**src/shared/sgan_pkg.sv**
```systemverilog
// Package for the SGMII negotiation unit: register map, field positions, timer lengths in microseconds, states.
// Assumes one 200 MHz core clock and a simple word-wide management port.
package sgan_pkg;
   // ==========================================================
   // Register map.
   localparam logic [4:0] SGAN_REG_CONTROL = 5'h00; // Control, bit 9 restarts.
   localparam logic [4:0] SGAN_REG_STATUS = 5'h01; // Status, bit 5 complete.
   localparam logic [4:0] SGAN_REG_ADVERT = 5'h04; // Local ability word.
   localparam logic [4:0] SGAN_REG_PARTNER = 5'h05; // Partner ability word.
   localparam logic [4:0] SGAN_REG_IRQ_CTRL = 5'h10; // Interrupt control.
   localparam int SGAN_BIT_RESTART = 9;
   localparam int SGAN_BIT_AN_EN = 12;
   localparam int SGAN_BIT_DONE = 5;
   localparam int SGAN_BIT_IRQ_EN = 0;
   localparam int SGAN_BIT_IRQ_STAT = 1;
   localparam logic [15:0] SGAN_CONTROL_RST = 16'h1000;
   localparam logic [15:0] SGAN_ADVERT_RST = 16'h0001;
   // Partner word fields: speed [11:10], duplex 12, acknowledge 14.
   localparam int SGAN_SPD_LO = 10;
   localparam int SGAN_DUP_BIT = 12;
   localparam int SGAN_ACK_BIT = 14;
   // ==========================================================
   // Timer and receive constants.
   localparam int SGAN_CLK_MHZ = 200;
   localparam int SGAN_SGMII_TIMER_US = 1600; // 1.6 ms.
   localparam int SGAN_BASEX_TIMER_US = 10000; // 10 ms.
   localparam int SGAN_MATCH_NEEDED = 3;
   localparam logic [2:0] SGAN_BUFSTAT_ERR = 3'h4; // Bit 2 flags under/overflow.
   // ==========================================================
   // Negotiation states.
   typedef enum logic [5:0] {
      SGAN_ST_IDLE = 6'b000001,
      SGAN_ST_RESTART = 6'b000010,
      SGAN_ST_ABILITY = 6'b000100,
      SGAN_ST_ACK = 6'b001000,
      SGAN_ST_WAIT = 6'b010000,
      SGAN_ST_DONE = 6'b100000
   } sgan_state_t;
   // Management request carried as one bundle.
   typedef struct packed {
      logic wr;
      logic rd;
      logic [4:0] addr;
      logic [15:0] wdata;
   } sgan_mgmt_req_t;
endpackage

```
**src/hw/sgan_core.sv**
```systemverilog
// SGMII negotiation unit: ability exchange, link timer, status and completion interrupt.
// Assumes the receive path delivers decoded config words with a valid strobe.
//
// Operation
// - SGMII link timer is 1.6 ms.
// - Exchange speed and duplex word; store partner's.
// - Partner speed and duplex on status bus.
// - Negotiate only across the serial link.
// - PHY mode forwards MDIO-learned abilities over SGMII.
// - Interrupt controlled only by register 16.
// - Disabled interrupt output stays low.
// - Interrupt high on completion until cleared.
// - Idle insertion or deletion is harmless.
// - Tolerate fragments from second correction sequence.
// - Nonzero correction count drops the word when enabled.
// - Buffer errors recovered; negotiation still completes.
// - Restart on reset, sync loss, software, and partner (all-zero word) once done.
// - Completion bit at status 1.5.
`timescale 1ns/100ps
module sgan_core
   import sgan_pkg::*;
#(
   parameter int SGMII_TIMER_CYC = SGAN_SGMII_TIMER_US * SGAN_CLK_MHZ,
   parameter int BASEX_TIMER_CYC = SGAN_BASEX_TIMER_US * SGAN_CLK_MHZ
) (
   // Clock, reset, enable.
   input wire logic mclk,
   input wire logic rst,
   input wire logic clk_en,
   // Configuration.
   input wire logic sgmii_mode,
   input wire logic phy_mode,
   input wire logic second_correction_seq_enable,
   input wire logic [15:0] phy_mdio_ability,
   // Receive side.
   input wire logic sync_ok,
   input wire logic rx_cfg_valid,
   input wire logic [15:0] rx_cfg_word,
   input wire logic rx_idle,
   input wire logic [2:0] rx_clk_cor_cnt,
   input wire logic [2:0] rx_buf_status,
   // Management port.
   input wire sgan_mgmt_req_t mgmt_req,
   output logic [15:0] mgmt_rdata,
   // Transmit and status.
   output logic tx_cfg_send,
   output logic [15:0] tx_cfg_word,
   output logic [2:0] status_speed_duplex,
   output logic negotiation_done_irq
);
   // ==========================================================
   // Registers.
   sgan_state_t st_q, st_d;
   logic [31:0] tmr_q, tmr_d; // Link timer in core cycles.
   logic [15:0] ctrl_q, ctrl_d;
   logic [15:0] adv_q, adv_d;
   logic [15:0] lp_q, lp_d; // Partner ability word.
   logic [15:0] cand_q, cand_d; // Word being matched.
   logic [1:0] match_q, match_d;
   logic done_q, done_d;
   logic irq_en_q, irq_en_d;
   logic irq_st_q, irq_st_d;
   logic sel_sgmii_q, sel_sgmii_d; // Standard latched at start.
   logic sync_q, sync_d;
   logic [15:0] rdata_q, rdata_d;
   logic [2:0] stat_q, stat_d;
   logic irq_q, irq_d;
   logic [31:0] tmr_end;
   logic rx_good;
   logic restart_req;
   logic wr_ctrl;
   logic done_evt;

   // The standard is latched when a cycle starts so a mid-cycle switch finishes as begun.
   assign tmr_end = sel_sgmii_q ? 32'(SGMII_TIMER_CYC - 1) : 32'(BASEX_TIMER_CYC - 1);
   // A word received alongside a buffer error or correction fragment is dropped, not
   // treated as a mismatch, so the matcher keeps its progress.
   assign rx_good = rx_cfg_valid && (rx_buf_status != SGAN_BUFSTAT_ERR)
      && !(second_correction_seq_enable && (rx_clk_cor_cnt != 3'h0));
   assign wr_ctrl = mgmt_req.wr && (mgmt_req.addr == SGAN_REG_CONTROL);
   assign restart_req = (wr_ctrl && mgmt_req.wdata[SGAN_BIT_RESTART])
      || (sync_q && !sync_ok);

   // ==========================================================
   // Next-state logic for negotiation.
   always_comb begin
      st_d = st_q;
      tmr_d = tmr_q;
      cand_d = cand_q;
      match_d = match_q;
      lp_d = lp_q;
      done_d = done_q;
      sel_sgmii_d = sel_sgmii_q;
      sync_d = sync_ok;
      done_evt = 1'b0;
      if (rx_good && (rx_cfg_word == cand_q)) begin
         if (match_q != 2'(SGAN_MATCH_NEEDED)) begin
            match_d = match_q + 2'h1;
         end
      end else if (rx_good) begin
         cand_d = rx_cfg_word;
         match_d = 2'h1;
      end
      // Idles are ignored by the matcher, so inserted or removed /I2/ sets at most delay the step from ability to acknowledge.
      case (st_q)
         SGAN_ST_IDLE: begin
            if (ctrl_q[SGAN_BIT_AN_EN] && sync_ok) begin
               st_d = SGAN_ST_RESTART;
               tmr_d = 32'h0;
               sel_sgmii_d = sgmii_mode;
            end
         end
         SGAN_ST_RESTART: begin
            tmr_d = tmr_q + 32'h1;
            done_d = 1'b0;
            if (tmr_q == tmr_end) begin
               st_d = SGAN_ST_ABILITY;
               match_d = 2'h0;
            end
         end
         SGAN_ST_ABILITY: begin
            if (match_q == 2'(SGAN_MATCH_NEEDED) && !rx_idle) begin
               st_d = SGAN_ST_ACK;
               lp_d = cand_q;
            end
         end
         SGAN_ST_ACK: begin
            if (match_q == 2'(SGAN_MATCH_NEEDED) && cand_q[SGAN_ACK_BIT]) begin
               st_d = SGAN_ST_WAIT;
               tmr_d = 32'h0;
            end
         end
         SGAN_ST_WAIT: begin
            tmr_d = tmr_q + 32'h1;
            if (tmr_q == tmr_end) begin
               st_d = SGAN_ST_DONE;
               done_d = 1'b1;
               done_evt = 1'b1;
            end
         end
         SGAN_ST_DONE: begin
            // A fresh partner restart shows as a config word of all zero.
            if (rx_good && rx_cfg_word == 16'h0000) begin
               st_d = SGAN_ST_RESTART;
               tmr_d = 32'h0;
               sel_sgmii_d = sgmii_mode;
            end
         end
         default: begin
            st_d = SGAN_ST_IDLE;
         end
      endcase
      if (restart_req || !ctrl_q[SGAN_BIT_AN_EN]) begin
         st_d = ctrl_q[SGAN_BIT_AN_EN] ? SGAN_ST_RESTART : SGAN_ST_IDLE;
         tmr_d = 32'h0;
         done_d = 1'b0;
         sel_sgmii_d = sgmii_mode;
      end
   end

   // ==========================================================
   // Next-state logic for management registers and outputs.
   always_comb begin
      ctrl_d = ctrl_q;
      adv_d = adv_q;
      irq_en_d = irq_en_q;
      irq_st_d = irq_st_q;
      rdata_d = rdata_q;
      if (wr_ctrl) begin
         ctrl_d = mgmt_req.wdata & ~(16'h0001 << SGAN_BIT_RESTART);
      end
      if (mgmt_req.wr && mgmt_req.addr == SGAN_REG_ADVERT) begin
         adv_d = mgmt_req.wdata;
      end
      // Only register 16 touches the interrupt; a write of zero clears the status.
      if (mgmt_req.wr && mgmt_req.addr == SGAN_REG_IRQ_CTRL) begin
         irq_en_d = mgmt_req.wdata[SGAN_BIT_IRQ_EN];
         if (!mgmt_req.wdata[SGAN_BIT_IRQ_STAT]) begin
            irq_st_d = 1'b0;
         end
      end
      // Completion in the clearing cycle wins, so no event is lost.
      if (done_evt && irq_en_d) begin
         irq_st_d = 1'b1;
      end
      if (!irq_en_d) begin
         irq_st_d = 1'b0;
      end
      if (mgmt_req.rd) begin
         case (mgmt_req.addr)
            SGAN_REG_CONTROL: rdata_d = ctrl_q;
            SGAN_REG_STATUS: rdata_d = 16'(done_q) << SGAN_BIT_DONE;
            SGAN_REG_ADVERT: rdata_d = adv_q;
            SGAN_REG_PARTNER: rdata_d = lp_q;
            SGAN_REG_IRQ_CTRL: rdata_d = {14'h0, irq_st_q, irq_en_q};
            default: rdata_d = 16'h0000;
         endcase
      end
      stat_d = {lp_q[SGAN_DUP_BIT], lp_q[SGAN_SPD_LO +: 2]};
      irq_d = irq_en_d && irq_st_d;
   end

   // ==========================================================
   // State registers; the clock enable freezes everything.
   always_ff @(posedge mclk or posedge rst) begin
      if (rst) begin
         st_q <= SGAN_ST_IDLE;
         tmr_q <= 32'h0;
         ctrl_q <= SGAN_CONTROL_RST;
         adv_q <= SGAN_ADVERT_RST;
         lp_q <= 16'h0000;
         cand_q <= 16'h0000;
         match_q <= 2'h0;
         done_q <= 1'b0;
         irq_en_q <= 1'b0;
         irq_st_q <= 1'b0;
         sel_sgmii_q <= 1'b0;
         sync_q <= 1'b0;
         rdata_q <= 16'h0000;
         stat_q <= 3'h0;
         irq_q <= 1'b0;
      end else if (clk_en) begin
         st_q <= st_d;
         tmr_q <= tmr_d;
         ctrl_q <= ctrl_d;
         adv_q <= adv_d;
         lp_q <= lp_d;
         cand_q <= cand_d;
         match_q <= match_d;
         done_q <= done_d;
         irq_en_q <= irq_en_d;
         irq_st_q <= irq_st_d;
         sel_sgmii_q <= sel_sgmii_d;
         sync_q <= sync_d;
         rdata_q <= rdata_d;
         stat_q <= stat_d;
         irq_q <= irq_d;
      end
   end

   // ==========================================================
   // Transmit word: the advertisement, or in PHY mode with SGMII latched the MDIO-learned medium result.
   // Only the serial exchange is driven here; copper negotiation lives in the PHY.
   logic [15:0] txw_q, txw_d;
   logic txs_q, txs_d;
   always_comb begin
      txs_d = (st_q != SGAN_ST_IDLE) && (st_q != SGAN_ST_DONE);
      txw_d = (st_q == SGAN_ST_RESTART) ? 16'h0000 :
         (((phy_mode && sel_sgmii_q) ? phy_mdio_ability : adv_q)
         | ((st_q == SGAN_ST_ACK || st_q == SGAN_ST_WAIT) ? (16'h0001 << SGAN_ACK_BIT)
         : 16'h0000));
   end
   // Transmit registers only; the clock enable freezes them with the rest.
   always_ff @(posedge mclk or posedge rst) begin
      if (rst) begin
         txw_q <= 16'h0000;
         txs_q <= 1'b0;
      end else if (clk_en) begin
         txs_q <= txs_d;
         txw_q <= txw_d;
      end
   end

   assign mgmt_rdata = rdata_q;
   assign tx_cfg_send = txs_q;
   assign tx_cfg_word = txw_q;
   assign status_speed_duplex = stat_q;
   assign negotiation_done_irq = irq_q;
endmodule

```
**config.mk**
```make
export PLATFORM = sky130hd
export DESIGN_NAME = sgan_core
export DESIGN_NICKNAME = d
export VERILOG_FILES = /design/src/shared/sgan_pkg.sv /design/src/hw/sgan_core.sv
export SDC_FILE = /design/constraint.sdc
export NUM_CORES = 1
export LEC_CHECK = 0
export BUFFER_PORTS_ARGS = -buffer_cell sky130_fd_sc_hd__buf_2
export CORE_ASPECT_RATIO = 2
export CORE_MARGIN = 4
export CORE_UTILIZATION = 59
export CTS_BUF_LIST = sky130_fd_sc_hd__clkbuf_4
export DETAILED_ROUTE_END_ITERATION = 16
export GPL_TIMING_DRIVEN = 0
export PLACE_DENSITY = 0.91
export REMOVE_ABC_BUFFERS = 1
export SLEW_MARGIN = 20
export SYNTH_ARGS = -nofsm -noshare
export SYNTH_HDL_FRONTEND = slang
export SYNTH_SLANG_ARGS = --single-unit
```
**constraint.sdc**
```tcl
create_clock -name mclk -period 5 [get_ports mclk]
set_input_delay 0 -clock mclk [delete_from_list [all_inputs] [get_ports mclk]]
set_output_delay 0 -clock mclk [all_outputs]
set_load 0.05 [all_outputs]
```
* Word-level counts from Yosys, hierarchy flattened
Index checks and enable logic that the tools add are counted.
Operators by class: reduce and logical (&&, ||, !) cells 40, bitwise gates (word level) 2, $add $sub $neg 2, equality and inequality tests 23, multiplexer cells 38
Operators by type and width (number):
- $mux W32 | 4
- $pmux W32 S4 | 1
- $pmux W16 S5 | 1
- $mux W6 | 7
- $pmux W6 S6 | 1
- $add A32 B1 Y32 const B | 1
- $eq A32 B21 Y1 | 1
- $mux W16 | 2
- $mux W21 | 1
- $ne A3 B3 Y1 const B | 7
- $logic_and A1 B1 Y1 | 17
- $eq A16 B16 Y1 | 1
- $logic_not A16 Y1 | 1
- $or A16 B15 Y16 | 1
- $mux W15 | 1
- $mux W1 | 12
- $mux W2 | 6
- $eq A5 B3 Y1 const B | 2
- $reduce_and A3 Y1 | 3
- $reduce_bool A3 Y1 | 3
- $reduce_and A7 Y1 | 1
- $eq A6 B1 Y1 const B | 1
- $eq A6 B2 Y1 const B | 1
- $eq A6 B3 Y1 const B | 1
- other kinds (20) | 28
Word-level totals: input port bits 70, word-level logic and storage cells 122, register bits after elaboration 145

* Longest topological paths before layout
depth in word-level cells 8, depth in mapped cells 9

* Worst setup path after synthesis
Ideal clock, no wire load.
path type flip-flop to flip-flop, start register tmr_q[8], end register st_q[2], path slack 2586 ps, path buffers 2, library setup time 125 ps, cell stages (with the launch flop) 9, data arrival time 2289 ps, cell sequence dfrtp_1 > buf_2 > or4b_2 > o22ai_1 > and4b_1 > o22ai_1 > a211o_1 > buf_6 > mux2_4
On the way: cells in the longest elaborated chain, start to end 3, elaborated cells between the ends (all ways) 4
Ends and longest elaborated chain:
- start: declaration | RTL line sgan_core.sv:54 | logic [31:0] tmr_q, tmr_d;
- start signal: assignment | RTL line sgan_core.sv:224 | tmr_q <= tmr_d;
- $eq A32 B21 Y1 * | RTL line sgan_core.sv:116, sgan_core.sv:135
- $ne A3 B3 Y1 (no source line)
- $reduce_and A7 Y1 (no source line) *
- end signal: assignment | RTL line sgan_core.sv:223 | st_q <= st_d;
- end: declaration | RTL line sgan_core.sv:53 | sgan_state_t st_q, st_d;
Every way passes the cells marked *; elsewhere a longest branch is shown, timed or not. A chain may end at the register's enable or synchronous reset.

* Worst setup path in the final report
start register st_q[1], end register st_q[2]
On the way: cells in the longest elaborated chain, start to end 3, elaborated cells between the ends (all ways) 15
Ends and longest elaborated chain:
- $eq A6 B6 Y1, or another cell as far along | RTL line sgan_core.sv:105 | case (st_q)
- $ne A3 B3 Y1 (no source line) or $pmux W6 S6 (tied branches)
- $reduce_and A7 Y1 (no source line) or $mux W6 (tied branches)
Parallel ways exist; a longest one is shown, timed or not.

==> results summary <==
Clock tree synthesis inserted a total of 17 buffers. The origin of the worst min-delay path is mgmt_req[16]. The tree is rooted in a clkbuf_4. The maximum level of the CTS H-tree is 4. The residual antenna-violating net count after detailed routing is 0. The arrival time of data at the critical path endpoint came out at roughly 3.4 ns. By area the synthesized netlist is led by dfrtp_1 49%, mux2_2 13%, o21ai_0 3.2%.

The number of endpoints with negative hold slack in the final report came out at 0. The power per unit of standard cell area came out at ~300 mW/mm². The die height is 164 µm. The clock net in this run drives a total of 144 sinks.

By instance count, the leading cell after synthesis is dfrtp_1. The distinct cell type count after synthesis is 60. The number of antenna violations at the first check in global routing came out at 1.

The worst register-to-register path begins at st_q[1]$_DFFE_PP0P_. IR analysis of the VDD net gives a maximum drop of 0.196 mV. For this run, the register share of the synthesized area comes to 0.499. The ratio of final minimum period to clock period came out at 0.598. The area fraction in compound gates after synthesis was 0.134.

The fraction of the mapped netlist area in adder cells is 0.00173. The largest total area in the synthesized netlist belongs to dfrtp_1. The commonest cells after synthesis are 141 x dfrtp_1, 84 x mux2_2, 52 x nand2_1. TritonCTS built the clock tree. Data on the critical path is required at its endpoint by around 5.4 ns. Using the TritonRoute via totals, the vias-per-cell ratio works out to 6.61. The setup total negative slack came out at 0 ns. The area of the multi-input gates came out at 0.00340 mm². In this run the cell area measured after placement is 0.00786 mm². The routed via count is 6446. The floorplan has 56 rows.

The design area is 0.00875 mm². The largest clock skew in the final design is 0.0320 ns. The worst setup path is captured at a flip-flop. After synthesis, the largest family of logic cells by area is multiplexers. The cell total after placement came out at 884.

A synthesized cell averages 10.9 µm². The fmax is 334 MHz. The number of design rule violations left after detail routing is 0. The port buffer count came out at 106.

The count of buffers added by post-CTS timing repair for setup is 0. The worst hold path terminates at mgmt_rdata[8]$_DFFE_PP0P_. The worst setup path is launched from a flip-flop. Across the whole layout, storage elements account for 0.00361 mm². The layout-stage area growth over the synthesis result came out at 21.1%. The routed wire length per instance came out at between 20 and 25 µm. The category of the critical setup timing path is reg2reg. The die covers 0.0142 mm².

The count of flip-flops with a built-in enable after synthesis came out at 0. Of the total synthesized cell area, the portion taken by XOR and XNOR cells is 0.0230. The first-pass GRT wire length is approximately 35000 µm. The async set-or-reset flop fraction in the synthesized netlist came out at 1.00. The top-area cell type share of the netlist area came out at 0.489. The number of violations reported at the end of detailed-routing iteration 0 is 481. The flop-to-flop setup slack is 2.01 ns. Counting instances, the worst hold path has a depth of 3.

Measured on the finished design, the core utilization comes to 0.739. The final routed wirelength across all metal layers is 22100 µm. The flow ran to the end, and the final reports show no timing, DRC or antenna violations. The mapped cell area came out at 0.00722 mm². The via count of the first global-routing pass came out at 6734. Of the post-synthesis cell area, the part taken by muxes is 0.168. Clock latency on the worst-skew pair, taken at its later pin, is approximately 0.57 ns.

The final number of setup-violating endpoints is 0. The final number of max-transition violations is 0. Setup repair after global routing left no endpoint under its margin. The finished layout holds 975 standard cells, fillers aside.

For this run, the total global-route usage over all layers was measured as 0.320. The leakage power came out at 3.97 nW. For this configuration, the core starts out at a cell density of 0.610. The length of the first detailed-routing pass in iterations came out at 5. The smallest clock period supported by the final layout is computed as about 3 ns. The core region is between 0.01 and 0.015 mm². The tool flagged a number of max-cap violations equal to 0. During synthesis, Yosys emitted a total of 0 warnings. The basic-gate share of the synthesized area counting and, or, nand and nor cells is 0.140. The number of standard cells after synthesis is 663.

The die boundary width is 86.2 µm. Entering global routing, the biggest net connects 112 pins. The length in cells of the worst reg-to-reg path came out at 5. The number of nets in the layout came out at 887. The share of layout cells above drive strength 1 is 0.297. The end of the worst register-to-register path is st_q[2]$_DFFE_PP0P_. The post-synthesis register bit count is 144. The pre-CTS setup slack is 2.08 ns. The number of primary I/O pins came out at 107. Detailed placement finished with a half-perimeter wire length of around 15000 µm.

Post-CTS repair changed the size of 0 cells. Routability-driven placement finished with a final weighted congestion of 0.889. The maximum fanout along the worst path is 12.

The type of the most critical hold path is in2reg. The total congestion overflow came out at 0. The number of buffers on the longest clock path came out at 2. The max-slew headroom at the worst pin is 0.331. Fill cells in the final layout number 745. The clock transition at the registers of the reported paths is about 0.15 ns. For the pin with the worst max-slew slack, the measured transition is 0.999 ns. The final worst-path setup slack came out at 2.01 ns. The top flip-flop cell by instance count after synthesis is dfrtp_1.
-- worst max-delay path by stage --
stage / startpoint / end / slack, ns / depth (start not counted)
6_report: st_q[1]$_DFFE_PP0P_ / st_q[2]$_DFFE_PP0P_ / 2.01 / 5
3_3_place_gp: rst / st_q[3]$_DFFE_PP0P_ / -0.17 / 2
3_5_place_dp: st_q[2]$_DFFE_PP0P_ / st_q[2]$_DFFE_PP0P_ / 2.08 / 5
2_1_floorplan: rst / adv_q[10]$_DFFE_PP0P_ / 1.14 / 1
5_1_grt: st_q[2]$_DFFE_PP0P_ / st_q[3]$_DFFE_PP0P_ / 1.82 / 5
4_1_cts: st_q[2]$_DFFE_PP0P_ / st_q[2]$_DFFE_PP0P_ / 2.03 / 5
-- area by class of cell --
type,instances,share of cell area
flip-flops and latches,144,0.412
repair buffers,167,0.132
inverters,25,0.0116
clock buffers,17,0.0146
multi-input cells,461,0.389
well taps,145,0.0207
diodes,1,0.000286
clock inverters,15,0.0199
-- per-layer routing --
layer | part of all wire | vias to the layer above | wire length, µm | GRT usage
met5 | 0 | - | 0 | 0
met4 | 0.077 | 0 | 1700 | 0.210
met3 | 0.069 | 126 | 1520 | 0.0594
met2 | 0.53 | 400 | 11800 | 0.578
met1 | 0.32 | 3132 | 7130 | 0.330
li1 | - | 2788 | - | -
-- critical path: stages, from the launching register on --
cell and delay, ns:
dfrtp_1 0.46, nor4_1 0.67, nand4_1 0.17, o211ai_1 0.82, a211o_1 0.42, mux2_4 0.34
-- flip-flops by register name (all words and copies together), names as in the netlist --
| signal | flops |
|---|---|
| st_q | 6 |
| mgmt_rdata | 16 |
| lp_q | 16 |
| adv_q | 16 |
| status_speed_duplex | 3 |
| irq_st_q | 1 |
| tx_cfg_send | 1 |
| done_q | 1 |
| irq_en_q | 1 |
| tx_cfg_word | 16 |
| tmr_q | 32 |
| sync_q | 1 |
| match_q | 2 |
| ctrl_q | 15 |
| sel_sgmii_q | 1 |
| cand_q | 16 |
-- through the flow --
step | power (mW) | hold slack (ns)
floorplan | 1.65 | 0.0847
global placement | 1.78 | 0.235
detailed placement | 1.82 | -0.0132
CTS | 2.63 | 0.00415
global route | 2.75 | 0.0383
finish | 2.66 | 0.0271
-- placed cells by master (no fill, tap or decap), types with 21 or more instances in the layout --
| master | instances |
|---|---|
| nand2_1 | 52 |
| inv_1 | 23 |
| dlygate4sd3_1 | 58 |
| nor3_1 | 25 |
| buf_2 | 107 |
| o21ai_0 | 46 |
| dfrtp_1 | 141 |
| mux2_2 | 84 |
| mux2i_1 | 21 |
-- timing repair --
action | CTS | global route
hold endpoints to repair | 216 | 0
endpoints found under the setup margin | 0 | 0
hold buffers | 58 | 0
-- where the power goes --
group,internal (mW),switching [mW],leakage [nW],total (mW)
logic,0.211,0.289,1.90,0.499
registers,1.26,0.0923,1.92,1.35
clock network,0.314,0.492,0.157,0.806
total,1.79,0.873,3.97,2.66
-- kinds of logic after synthesis --
kind of cell,Yosys count
fa+ha+maj,1
simple gates,191
mux,109
compound gates,141
xor+xnor,19
flops,144
buf+inv,58
No activity file was read; power rests on OpenSTA's default activity.
